## src/verilog/ssepb_defines.vh

```
// Notes on behaviour
// RL1 - slave fault needs phase 1 and clock off idle at hold release
// RL2 - idle clock is low for polarity 0, high for 1; checked at release
// RL3 - type A under fault: receive buffer not loaded, receive flag never set
// RL4 - type A under fault: first output bit dropped, rest shifted by one
// RL5 - type B under fault: receives fine, first byte sent twice
// RL6 - external master parks clock at idle before hold release
// RL7 - phase 0 slave never enters the faulty start condition
// RL8 - type A failure seen as transmit flag raised twice, receive flag clear
// RL9 - recovery is setting then clearing the soft reset hold
// RL10 - master resends affected data after slave recovery
// RL11 - four-pin master, enable direction 0: enable pin flags competing master
// RL12 - word written while enable inactive may be sent wrong
// RL13 - enable direction 1: enable pin is an output, data always right
// RL14 - conflict mode: write transmit buffer only while enable active
// RL15 - aborted transfer: software rewrites data, sent when enable returns
// RL16 - serial clock edges ignored while soft reset hold is set
`ifndef SSEPB_DEFINES_VH
`define SSEPB_DEFINES_VH
// register byte offsets
`define SSEPB_OFF_CTRL 8'h00
`define SSEPB_OFF_TXBUF 8'h04
`define SSEPB_OFF_RXBUF 8'h08
`define SSEPB_OFF_STAT 8'h0C
`define SSEPB_OFF_DIV 8'h10
// control word zero fields
`define SSEPB_C_HOLD 0
`define SSEPB_C_CPHA 1
`define SSEPB_C_CPOL 2
`define SSEPB_C_MST 3
`define SSEPB_C_FOUR 4
`define SSEPB_C_STEM 5
`define SSEPB_C_TYPEB 6
`define SSEPB_CTRL_W 7
// status fields
`define SSEPB_S_RXF 0
`define SSEPB_S_TXF 1
`define SSEPB_S_SFLT 2
`define SSEPB_S_FAIL 3
`define SSEPB_S_ABORT 4
`define SSEPB_S_WINACT 5
`define SSEPB_S_BUSY 6
`define SSEPB_S_STEACT 7
// reset values and last bit/half counts
`define SSEPB_CTRL_RST 7'h01
`define SSEPB_DIV_RST 8'h03
`define SSEPB_LAST_BIT 3'h7
`define SSEPB_LAST_HALF 4'hF
`endif

```

## src/verilog/ssepb_spi_unit.v

```verilog
// Local design decisions: the APB register port and the placing of the registers.
`timescale 1ns/1ps
`include "ssepb_defines.vh"
module ssepb_spi_unit (
   input  wire        pclk,          // module clock, 40 MHz
   input  wire        presetn,       // async reset, active low
   input  wire        psel,          // apb select
   input  wire        penable,       // apb enable
   input  wire        pwrite,        // apb direction
   input  wire [7:0]  paddr,         // apb byte address
   input  wire [31:0] pwdata,        // apb write data
   output wire [31:0] prdata,        // apb read data
   output wire        pready,        // apb ready
   output wire        pslverr,       // apb error, unmapped
   input  wire        sck_i,         // serial clock pin in
   output wire        sck_o,         // serial clock pin out
   output wire        sck_oe_n,      // serial clock enable, low drives
   input  wire        simo_i,        // master-out data pin in
   output wire        simo_o,        // master-out data pin out
   output wire        simo_oe_n,     // low drives
   input  wire        somi_i,        // slave-out data pin in
   output wire        somi_o,        // slave-out data pin out
   output wire        somi_oe_n,     // low drives
   input  wire        ste_i,         // frame enable pin in, active low
   output wire        ste_o,         // frame enable pin out
   output wire        ste_oe_n       // low drives
);
   reg  [`SSEPB_CTRL_W-1:0] ctrl_ff;
   reg  [7:0]  div_ff;
   reg  [7:0]  divcnt_ff;
   reg  [31:0] prdata_ff;
   reg         pready_ff;
   reg         pslverr_ff;
   reg  [7:0]  txbuf_ff;
   reg         tx_full_ff;
   reg         tx_bad_ff;
   reg  [7:0]  rxbuf_ff;
   reg  [6:0]  rx_sh_ff;
   reg  [7:0]  tx_sh_ff;
   reg  [7:0]  tx_last_ff;
   reg         rx_flag_ff;
   reg         tx_flag_ff;
   reg         sflt_ff;
   reg         first_ff;
   reg         fail_ff;
   reg         abort_ff;
   reg         winact_ff;
   reg  [1:0]  traise_ff;
   reg  [2:0]  cnt_ff;
   reg         loaded_ff;
   reg         sdo_ff;
   reg         run_ff;
   reg  [3:0]  hcnt_ff;
   reg         sck_ff;
   reg         hold_d_ff;
   reg         skip_ff;     // RL5 return to idle after faulty release carries no bit
   reg  [2:0]  sck_s_ff;
   reg  [1:0]  simo_s_ff;
   reg  [1:0]  somi_s_ff;
   reg  [1:0]  ste_s_ff;
   reg         sck_oe_n_ff;
   reg         simo_oe_n_ff;
   reg         somi_oe_n_ff;
   reg         ste_oe_n_ff;
   reg         ste_o_ff;
   reg  [31:0] nxt_prdata;
   reg         nxt_map;

   wire hold   = ctrl_ff[`SSEPB_C_HOLD];
   wire cpha   = ctrl_ff[`SSEPB_C_CPHA];
   wire cpol   = ctrl_ff[`SSEPB_C_CPOL];
   wire mst    = ctrl_ff[`SSEPB_C_MST];
   wire four   = ctrl_ff[`SSEPB_C_FOUR];
   wire stem   = ctrl_ff[`SSEPB_C_STEM];
   wire typeb  = ctrl_ff[`SSEPB_C_TYPEB];
   wire sck_s  = sck_s_ff[1];
   wire ste_s  = ste_s_ff[1];

   // apb completion happens in the single access cycle
   wire acc    = psel & penable & pready_ff;
   wire wr     = acc & pwrite;
   wire rd     = acc & ~pwrite;
   wire wr_ctl = wr & (paddr == `SSEPB_OFF_CTRL);
   wire wr_tx  = wr & (paddr == `SSEPB_OFF_TXBUF) & ~hold;
   wire wr_st  = wr & (paddr == `SSEPB_OFF_STAT);
   wire wr_dv  = wr & (paddr == `SSEPB_OFF_DIV);
   wire rd_rx  = rd & (paddr == `SSEPB_OFF_RXBUF);

   // RL11 enable pin as conflict input
   wire cmode  = mst & four & ~stem;
   wire ste_ok = ~cmode | ~ste_s;
   wire abort  = run_ff & cmode & ste_s;
   // RL16 no edges taken during hold
   wire s_act  = ~hold & ~mst & ~(four & ste_s);
   wire tick   = run_ff & (divcnt_ff == 8'h00);
   // slave edges from synchronised clock, stages 2 and 3
   wire s_edge = s_act & (sck_s ^ sck_s_ff[2]) & ~skip_ff;
   wire lead   = mst ? (tick & (sck_ff == cpol)) : (s_edge & (sck_s != cpol));
   wire trail  = mst ? (tick & (sck_ff != cpol)) : (s_edge & (sck_s == cpol));
   wire sample = cpha ? trail : lead;
   // trailing edge after the last sample carries no bit in phase 0
   wire drive  = cpha ? lead : (trail & (cnt_ff != 3'h0));
   wire bdone  = sample & (cnt_ff == `SSEPB_LAST_BIT);
   wire din    = mst ? somi_s_ff[1] : simo_s_ff[1];
   wire flt_a  = sflt_ff & ~typeb;
   // RL5 first byte repeated on type B
   wire dup    = bdone & sflt_ff & typeb & first_ff;
   wire can_ld = ~hold & tx_full_ff & ~loaded_ff & ~abort
                 & (mst ? (~run_ff & ste_ok) : (cnt_ff == 3'h0));
   wire load   = can_ld & ~(bdone & ~dup);
   // RL4 first bit dropped, RL12 stale word mangled the same way
   wire [7:0] pre = (flt_a | tx_bad_ff) ? {txbuf_ff[6:0], 1'b0} : txbuf_ff;
   wire rx_set = bdone & ~flt_a;
   wire start  = mst & ~hold & loaded_ff & ~run_ff & ste_ok & ~bdone;

   assign prdata    = prdata_ff;
   assign pready    = pready_ff;
   assign pslverr   = pslverr_ff;
   assign sck_o     = sck_ff;
   assign sck_oe_n  = sck_oe_n_ff;
   assign simo_o    = sdo_ff;
   assign simo_oe_n = simo_oe_n_ff;
   assign somi_o    = sdo_ff;
   assign somi_oe_n = somi_oe_n_ff;
   assign ste_o     = ste_o_ff;
   assign ste_oe_n  = ste_oe_n_ff;

   // read mux, captured in the setup cycle
   always @* begin
      nxt_map = 1'b1;
      nxt_prdata = 32'h00000000;
      case (paddr)
         `SSEPB_OFF_CTRL:  nxt_prdata[`SSEPB_CTRL_W-1:0] = ctrl_ff;
         `SSEPB_OFF_TXBUF: nxt_prdata[7:0] = txbuf_ff;
         `SSEPB_OFF_RXBUF: nxt_prdata[7:0] = rxbuf_ff;
         `SSEPB_OFF_DIV:   nxt_prdata[7:0] = div_ff;
         `SSEPB_OFF_STAT: begin
            nxt_prdata[`SSEPB_S_RXF]    = rx_flag_ff;
            nxt_prdata[`SSEPB_S_TXF]    = tx_flag_ff;
            nxt_prdata[`SSEPB_S_SFLT]   = sflt_ff;
            nxt_prdata[`SSEPB_S_FAIL]   = fail_ff;
            nxt_prdata[`SSEPB_S_ABORT]  = abort_ff;
            nxt_prdata[`SSEPB_S_WINACT] = winact_ff;
            nxt_prdata[`SSEPB_S_BUSY]   = run_ff | (cnt_ff != 3'h0);
            nxt_prdata[`SSEPB_S_STEACT] = ~ste_s;
         end
         default: nxt_map = 1'b0;
      endcase
   end

   // apb slave: one wait-free access phase
   always @(posedge pclk or negedge presetn) begin
      if (!presetn) begin
         pready_ff  <= 1'b0;
         pslverr_ff <= 1'b0;
         prdata_ff  <= 32'h00000000;
         ctrl_ff    <= `SSEPB_CTRL_RST;
         div_ff     <= `SSEPB_DIV_RST;
      end else begin
         pready_ff  <= psel & ~penable;
         pslverr_ff <= psel & ~penable & ~nxt_map;
         prdata_ff  <= (psel & ~penable & ~pwrite) ? nxt_prdata : 32'h00000000;
         if (wr_ctl)
            ctrl_ff <= pwdata[`SSEPB_CTRL_W-1:0];
         if (wr_dv)
            div_ff <= pwdata[7:0];
      end
   end

   // two-flop synchronisers; sck gets a third stage for edges
   always @(posedge pclk or negedge presetn) begin
      if (!presetn) begin
         sck_s_ff  <= 3'h0;
         simo_s_ff <= 2'h0;
         somi_s_ff <= 2'h0;
         ste_s_ff  <= 2'h3;
      end else begin
         sck_s_ff  <= {sck_s_ff[1:0], sck_i};
         simo_s_ff <= {simo_s_ff[0], simo_i};
         somi_s_ff <= {somi_s_ff[0], somi_i};
         ste_s_ff  <= {ste_s_ff[0], ste_i};
      end
   end

   // pin enables and enable output
   always @(posedge pclk or negedge presetn) begin
      if (!presetn) begin
         sck_oe_n_ff  <= 1'b1;
         simo_oe_n_ff <= 1'b1;
         somi_oe_n_ff <= 1'b1;
         ste_oe_n_ff  <= 1'b1;
         ste_o_ff     <= 1'b1;
      end else begin
         sck_oe_n_ff  <= ~mst;
         simo_oe_n_ff <= ~mst;
         somi_oe_n_ff <= ~s_act;
         // RL13 enable driven out, low while a byte runs
         ste_oe_n_ff  <= ~(mst & four & stem);
         ste_o_ff     <= ~run_ff;
      end
   end

   // master clock generator; divider must allow the 2-flop data delay
   always @(posedge pclk or negedge presetn) begin
      if (!presetn) begin
         run_ff    <= 1'b0;
         hcnt_ff   <= 4'h0;
         divcnt_ff <= 8'h00;
         sck_ff    <= 1'b0;
      end else if (hold | ~mst | abort) begin
         // RL15 abort parks clock, data must be rewritten
         run_ff    <= 1'b0;
         hcnt_ff   <= 4'h0;
         divcnt_ff <= div_ff;
         sck_ff    <= cpol;
      end else if (start) begin
         run_ff    <= 1'b1;
         hcnt_ff   <= 4'h0;
         divcnt_ff <= div_ff;
      end else if (tick) begin
         sck_ff    <= ~sck_ff;
         hcnt_ff   <= hcnt_ff + 4'h1;
         divcnt_ff <= div_ff;
         if (hcnt_ff == `SSEPB_LAST_HALF)
            run_ff <= 1'b0;
      end else if (run_ff) begin
         divcnt_ff <= divcnt_ff - 8'h01;
      end
   end

   // shift engine, buffers and flags
   always @(posedge pclk or negedge presetn) begin
      if (!presetn) begin
         hold_d_ff  <= 1'b1;
         skip_ff    <= 1'b0;
         txbuf_ff   <= 8'h00;
         tx_full_ff <= 1'b0;
         tx_bad_ff  <= 1'b0;
         rxbuf_ff   <= 8'h00;
         rx_sh_ff   <= 7'h00;
         tx_sh_ff   <= 8'h00;
         tx_last_ff <= 8'h00;
         rx_flag_ff <= 1'b0;
         tx_flag_ff <= 1'b1;
         sflt_ff    <= 1'b0;
         first_ff   <= 1'b1;
         fail_ff    <= 1'b0;
         abort_ff   <= 1'b0;
         winact_ff  <= 1'b0;
         traise_ff  <= 2'h0;
         cnt_ff     <= 3'h0;
         loaded_ff  <= 1'b0;
         sdo_ff     <= 1'b0;
      end else begin
         hold_d_ff <= hold;
         if (hold) begin
            // RL9 hold clears failure state for recovery
            tx_full_ff <= 1'b0;
            tx_bad_ff  <= 1'b0;
            rx_flag_ff <= 1'b0;
            tx_flag_ff <= 1'b1;
            sflt_ff    <= 1'b0;
            first_ff   <= 1'b1;
            fail_ff    <= 1'b0;
            traise_ff  <= 2'h0;
            cnt_ff     <= 3'h0;
            loaded_ff  <= 1'b0;
            sdo_ff     <= 1'b0;
         end else begin
            // RL1 RL2 start check at hold release; RL7 phase 0 exempt
            if (hold_d_ff)
               sflt_ff <= ~mst & cpha & (sck_s != cpol);
            skip_ff <= hold_d_ff ? (~mst & cpha & (sck_s != cpol))
                                 : (skip_ff & (sck_s == sck_s_ff[2]));
            if (abort) begin
               cnt_ff    <= 3'h0;
               loaded_ff <= 1'b0;
            end else if (sample) begin
               rx_sh_ff <= {rx_sh_ff[5:0], din};
               cnt_ff   <= cnt_ff + 3'h1;
            end
            if (bdone & ~abort) begin
               loaded_ff <= dup;
               first_ff  <= 1'b0;
            end
            // RL3 type A under fault never fills the buffer
            if (rx_set)
               rxbuf_ff <= {rx_sh_ff, din};
            if (rx_set)
               rx_flag_ff <= 1'b1;
            else if (rd_rx)
               rx_flag_ff <= 1'b0;
            if (dup) begin
               tx_sh_ff <= tx_last_ff;
               if (!cpha)
                  sdo_ff <= tx_last_ff[7];
               if (!cpha)
                  tx_sh_ff <= {tx_last_ff[6:0], 1'b0};
            end else if (load) begin
               loaded_ff  <= 1'b1;
               tx_full_ff <= 1'b0;
               tx_bad_ff  <= 1'b0;
               tx_last_ff <= pre;
               tx_sh_ff   <= cpha ? pre : {pre[6:0], 1'b0};
               if (!cpha)
                  sdo_ff <= pre[7];
            end else if (drive) begin
               sdo_ff   <= tx_sh_ff[7];
               tx_sh_ff <= {tx_sh_ff[6:0], 1'b0};
            end
            if (load)
               tx_flag_ff <= 1'b1;
            else if (wr_tx)
               tx_flag_ff <= 1'b0;
            if (wr_tx) begin
               txbuf_ff   <= pwdata[7:0];
               tx_full_ff <= 1'b1;
               // RL12 RL14 written while enable inactive
               tx_bad_ff  <= cmode & ste_s;
            end
            // RL8 two transmit raises without a receive
            if (rx_set | rx_flag_ff)
               traise_ff <= 2'h0;
            else if (load & (traise_ff != 2'h2))
               traise_ff <= traise_ff + 2'h1;
            if (load & ~rx_set & ~rx_flag_ff & (traise_ff == 2'h1))
               fail_ff <= 1'b1;
         end
         // sticky conflict flags, set wins over write-one clear
         if (abort)
            abort_ff <= 1'b1;
         else if (wr_st & pwdata[`SSEPB_S_ABORT])
            abort_ff <= 1'b0;
         if (wr_tx & cmode & ste_s)
            winact_ff <= 1'b1;
         else if (wr_st & pwdata[`SSEPB_S_WINACT])
            winact_ff <= 1'b0;
      end
   end
endmodule

```

## config.mk

```make
export PLATFORM = sky130hd
export DESIGN_NAME = ssepb_spi_unit
export DESIGN_NICKNAME = d
export VERILOG_FILES = /design/src/verilog/ssepb_spi_unit.v
export VERILOG_INCLUDE_DIRS = /design/src /design/src/verilog
export SDC_FILE = /design/constraint.sdc
export NUM_CORES = 1
export LEC_CHECK = 0
export ABC_CLOCK_PERIOD_IN_PS = 4500
export BUFFER_PORTS_ARGS = -buffer_cell sky130_fd_sc_hd__buf_4
export CORE_ASPECT_RATIO = 0.5
export CORE_MARGIN = 2
export CORE_UTILIZATION = 55
export CTS_CLUSTER_DIAMETER = 50
export DETAILED_ROUTE_END_ITERATION = 6
export GPL_TIMING_DRIVEN = 0
export PLACE_DENSITY = 0.78
export SLEW_MARGIN = 10
export SYNTH_ARGS = -nofsm -noshare
export SYNTH_HDL_FRONTEND = slang
export SYNTH_SLANG_ARGS = --single-unit
```

## constraint.sdc

```tcl
create_clock -name pclk -period 4.5 [get_ports pclk]
set_input_delay 0.9 -clock pclk [delete_from_list [all_inputs] [get_ports pclk]]
set_output_delay 0.9 -clock pclk [all_outputs]
set_load 0.05 [all_outputs]
```

After elaboration in Yosys (flattened, before gate mapping)
Index checks and enable logic that the tools add are counted.
{"block": "totals", "ff_bits": 109, "in_bits": 49, "out_inout_bits": 42, "elab_cells": 247}
{"block": "classes", "n_addsub": 4, "eq_ne": 17, "mux": 70, "bitwise_logic": 90, "reduce_logical": 29}
{"cell": "two-way mux 8 bit", "count": 11}
{"cell": "AND 1 bit", "count": 60}
{"cell": "two-way mux 1 bit", "count": 48}
{"cell": "case mux 7 bit (5 select lines)", "count": 1}
{"cell": "nonzero test 3 bit", "count": 8}
{"cell": "NOT 1 bit", "count": 23}
{"cell": "equality test 8 x 4 -> 1 bit (second input constant)", "count": 2}
{"cell": "logical NOT 8 bit", "count": 2}
{"cell": "two-way mux 4 bit", "count": 3}
{"cell": "AND reduction 2 bit", "count": 6}
{"cell": "nonzero test 2 bit", "count": 6}
{"cell": "two-way mux 3 bit", "count": 3}
{"cell": "!= test 3 bit (second input constant)", "count": 3}
{"cell": "AND reduction 3 bit", "count": 3}
{"cell": "equality test 8 x 3 -> 1 bit (second input constant)", "count": 1}
{"cell": "equality test 8 x 5 -> 1 bit (second input constant)", "count": 1}
{"cell": "nonzero test 4 bit", "count": 2}
{"cell": "subtractor 8 x 1 -> 8 bit (second input constant)", "count": 1}
{"cell": "two-way mux 2 bit", "count": 3}
{"cell": "bitwise OR 1 bit", "count": 6}
{"cell": "OR reduction 5 bit", "count": 1}
{"cell": "adder 4 x 1 -> 4 bit (second input constant)", "count": 1}
{"cell": "equality test 4 bit (second input constant)", "count": 1}
{"cell": "case mux 1 bit (4 select lines)", "count": 1}
{"cell": "other kinds (10)", "count": 13}

Logic depth before layout (Yosys ltp)
{"block": "depth", "word_depth": 21, "ltp_mapped": 11, "mapped_depth_nobuf": 9}

Worst setup path before layout
No wires, ideal clock.
{"block": "synth_path", "path_kind": "input to register", "from": "input port paddr[1]", "to": "register txbuf_ff[0]", "setup_ns": 0.125, "arrival_time_ns": 2.944, "required_time_ns": 4.375, "slack_ns": 1.431, "path_stages": 6, "path_buffers": 0, "path_cell_list": "or4_1 -> nor4b_2 -> and2_1 -> nand2b_1 -> nor2_2 -> mux2_2"}
{"block": "synth_via", "elab_chain_len": 4}
{"item": "start, declared", "line_no": "ssepb_spi_unit.v:10", "rtl": "input wire [7:0] paddr,"}
{"item": "equality test 8 x 3 -> 1 bit"}
{"item": "AND 1 bit (2 in series)", "line_no": "ssepb_spi_unit.v:84", "rtl": "wire wr_tx = wr & (paddr == `SSEPB_OFF_TXBUF) & ~hold;"}
{"item": "AND reduction 2 bit (no line)"}
{"item": "end signal, assigned", "line_no": "ssepb_spi_unit.v:316", "rtl": "txbuf_ff <= pwdata[7:0];"}
{"item": "end, declared", "line_no": "ssepb_spi_unit.v:34", "rtl": "reg [7:0] txbuf_ff;"}
Every way passes these cells.
A chain may end at the register's enable or synchronous reset.

Worst setup path in the final report
{"block": "layout_path", "from": "input port paddr[1]", "to": "register txbuf_ff[5]"}
The elaborated chain is that of the path after synthesis.

==> run metrics <==
chip height=75.2 um; pwr dens=389 nW/um2; Post-Syn Area per Cell=approximately 11 um2; gr usage total=23.2%; Final Wtd Congestion=0.836; final wirelength=12,200 um; Synth cell types=65; ant diodes=0; sequential share of power=47.1%; crit-path max cell delay=0.61 ns; share of cells above drive strength 1=30.3%; clk_skew=0.0125 ns; main flop type after synthesis=dfrtp_1; Area Growth Syn to Fin=15.5%; Slowest cell on crit path=nor4b_2; Synth async-reset ratio=100%; Tcrit/Tclk final=72.0%; switching pwr=0.801 mW; Max Transition Viols Final=0; Post-CTS Setup Bufs=0; number of synthesized register bits=109; Post-Syn Area=between 5000 and 6000 um2; post-synthesis sequential area ratio=~49%; crit-path leading delay family=simple AND/OR/NAND/NOR gates; initial antenna violation count=0; Leak Pwr=3.11 nW; Multi-input gate area=2520 um2; commonest non-fill, non-tap cell in the layout=dfrtp_1; CTS tree=yes; pre-CTS setup slack=0.905 ns; Worst setup EP type=register; placed insts=699; num ports=slightly above 90; first-pass GRT wire length=19,800 um; fmax=between 300 and 400 MHz; setup_tns=0 ns; Post-Syn Instances=500; Final Hold Viols=0; Layout Nets=about 630; post_cts resized=0; Clk pwr share=a little under a third; Max-slew headroom=35.4%; sw frac=between 30% and 40%; Worst VDD drop=between 0.2 and 0.25 mV; largest net degree at the start of global routing=110; full die area=11,000 um2; DP HPWL=approximately 8700 um; crit-path max FO=8; minimum clock period=3.24 ns; number of CTS-inserted buffers=9; post-route insts no fill=715; crit-path cells=buf_4 -> or4_1 -> nor4b_2 -> and2_1 -> nand2b_1 -> nor2_2 -> mux2_2; crit path DAT=3.47 ns; GR Overflow Total=0; Clock Sinks=109; cts hold-fix bufs=0; IO Port Bufs=a little over 40; DR iter-0 viols=266; Die W=approximately 150 um; Synth warnings=0; core area=9630 um2; Comb pwr share=between 20% and 30%; H-tree Lvls=3; storage element area=2740 um2; Wirelength per Cell=17.1 um; Clock transition at path regs=0.08 ns; Pre-Repair DR Iteration Count=5; Max Cap Viol=0; via count=roughly 4,100; maximum root-to-sink buffer count=2; final hold slack=0.353 ns; Core Util, Final=66.8%; number of synthesized flops with an enable pin=0; initial core utilization=between 50 and 60%; RSZ-0062 raised after global routing=no; Least-Margin Pin Slew=0.970 ns; fillers=751; vias in the first global route=approximately 3,800; Setup CP Type=primary input to register; CP Buf/Inv Count=1; commonest non-fill, non-tap cells in the layout=97 x dfrtp_1, 70 x buf_4, 53 x mux2_2; crit path launch type=primary input; CTS root buf=clkbuf_16; Min-Delay Path Class=register to register; Setup WS post-layout=~1.3 ns; row count=25; clk_lat worst skew=0.35 ns; Post-DRT Antenna Nets=0; # setup viols final=0; DRC viols=0; outcome=finished clean; Pint=1.70 mW; DR vias/cell=5.67; Req. time, crit path=4.73 ns
## final cells by class
| cell class | count | share of cell area [%] |
|---|---|---|
| Sequential cell | 109 | 42.6 |
| Multi-Input combinational cell | 347 | 39.1 |
| Buffer | 45 | 4.88 |
| Timing Repair Buffer | 41 | 4.84 |
| Clock buffer | 9 | 3.50 |
| Tap cell | 135 | 2.63 |
| Inverter | 22 | 1.28 |
| Clock inverter | 7 | 1.07 |
## cells by family after synthesis
| family | synth area share [%] |
|---|---|
| flops | 49.2 |
| buf+inv | 7.12 |
| other cells | 0.0673 |
| xor+xnor | 1.41 |
| compound gates | 12.5 |
| fa+ha+maj | 1.80 |
| simple gates | 12.6 |
| mux | 15.3 |
## metal layers
metal  track usage (%)  part of all wire, %  vias up
met3              4.67                  5.1       19
met1              33.6                   49     2017
met4              6.47                  1.1        0
li1                  -                    -     1894
met2              36.6                   45      126
met5                 0                    0        -
## synth_stat cells (5+ instances only)
cell | count | area, um2
a211oi_1 | 6 | 45.0
a21oi_1 | 24 | 120
a221o_1 | 7 | 70.1
a22oi_1 | 15 | 113
and2b_1 | 7 | 52.6
buf_4 | 30 | 225
clkbuf_1 | 7 | 26.3
dfrtp_1 | 97 | 2430
dfstp_2 | 12 | 315
ha_1 | 8 | 100
inv_1 | 22 | 82.6
mux2_2 | 53 | 597
mux2i_1 | 23 | 230
nand2_1 | 30 | 113
nand2b_1 | 6 | 37.5
nand3_1 | 8 | 40.0
nand4_1 | 5 | 31.3
nor2_1 | 32 | 120
nor3_1 | 6 | 30.0
o21ai_0 | 16 | 80.1
o22ai_1 | 5 | 31.3
xor2_1 | 5 | 43.8
## power by group through the flow
stage / Combinational [mW] / Sequential [mW] / Clock [mW]
CTS: 0.534 / 1.18 / 0.799
global placement: 0.514 / 1.19 / 0
detailed placement: 0.528 / 1.20 / 0
global route: 0.589 / 1.20 / 0.835
floorplan: 0.370 / 1.21 / 0
finish: 0.536 / 1.18 / 0.788
## registers in the layout (all words and copies together) (netlist names), 7 cells and up
signal and flops:
rxbuf_ff 8, tx_sh_ff 8, rx_sh_ff 7, txbuf_ff 8, divcnt_ff 8, ctrl_ff 7, div_ff 8, tx_last_ff 8
prdata 8
## metrics by stage
step | cell area [um2] | total power, mW
after floorplan | 5660 | 1.58
after global placement | 6130 | 1.70
after detailed placement | 6140 | 1.72
after CTS | 6430 | 2.51
after global routing | 6430 | 2.62
final | 6430 | 2.50
## path summary, 6_finish.rpt
kind | from | end | slack, ns | depth (start not counted)
min in group asynchronous | presetn | somi_s_ff[0] | 0.65 | 1
max in group asynchronous | presetn | hcnt_ff[3] | 3.17 | 1
setup reg to reg | ctrl_ff[4] | divcnt_ff[6] | 1.35 | 9
setup / recovery | paddr[1] | txbuf_ff[5] | 1.26 | 7
hold / removal | simo_s_ff[0] | simo_s_ff[1] | 0.35 | 0
hold reg to reg | simo_s_ff[0] | simo_s_ff[1] | 0.35 | 0
No activity file was read; power rests on OpenSTA's default activity.
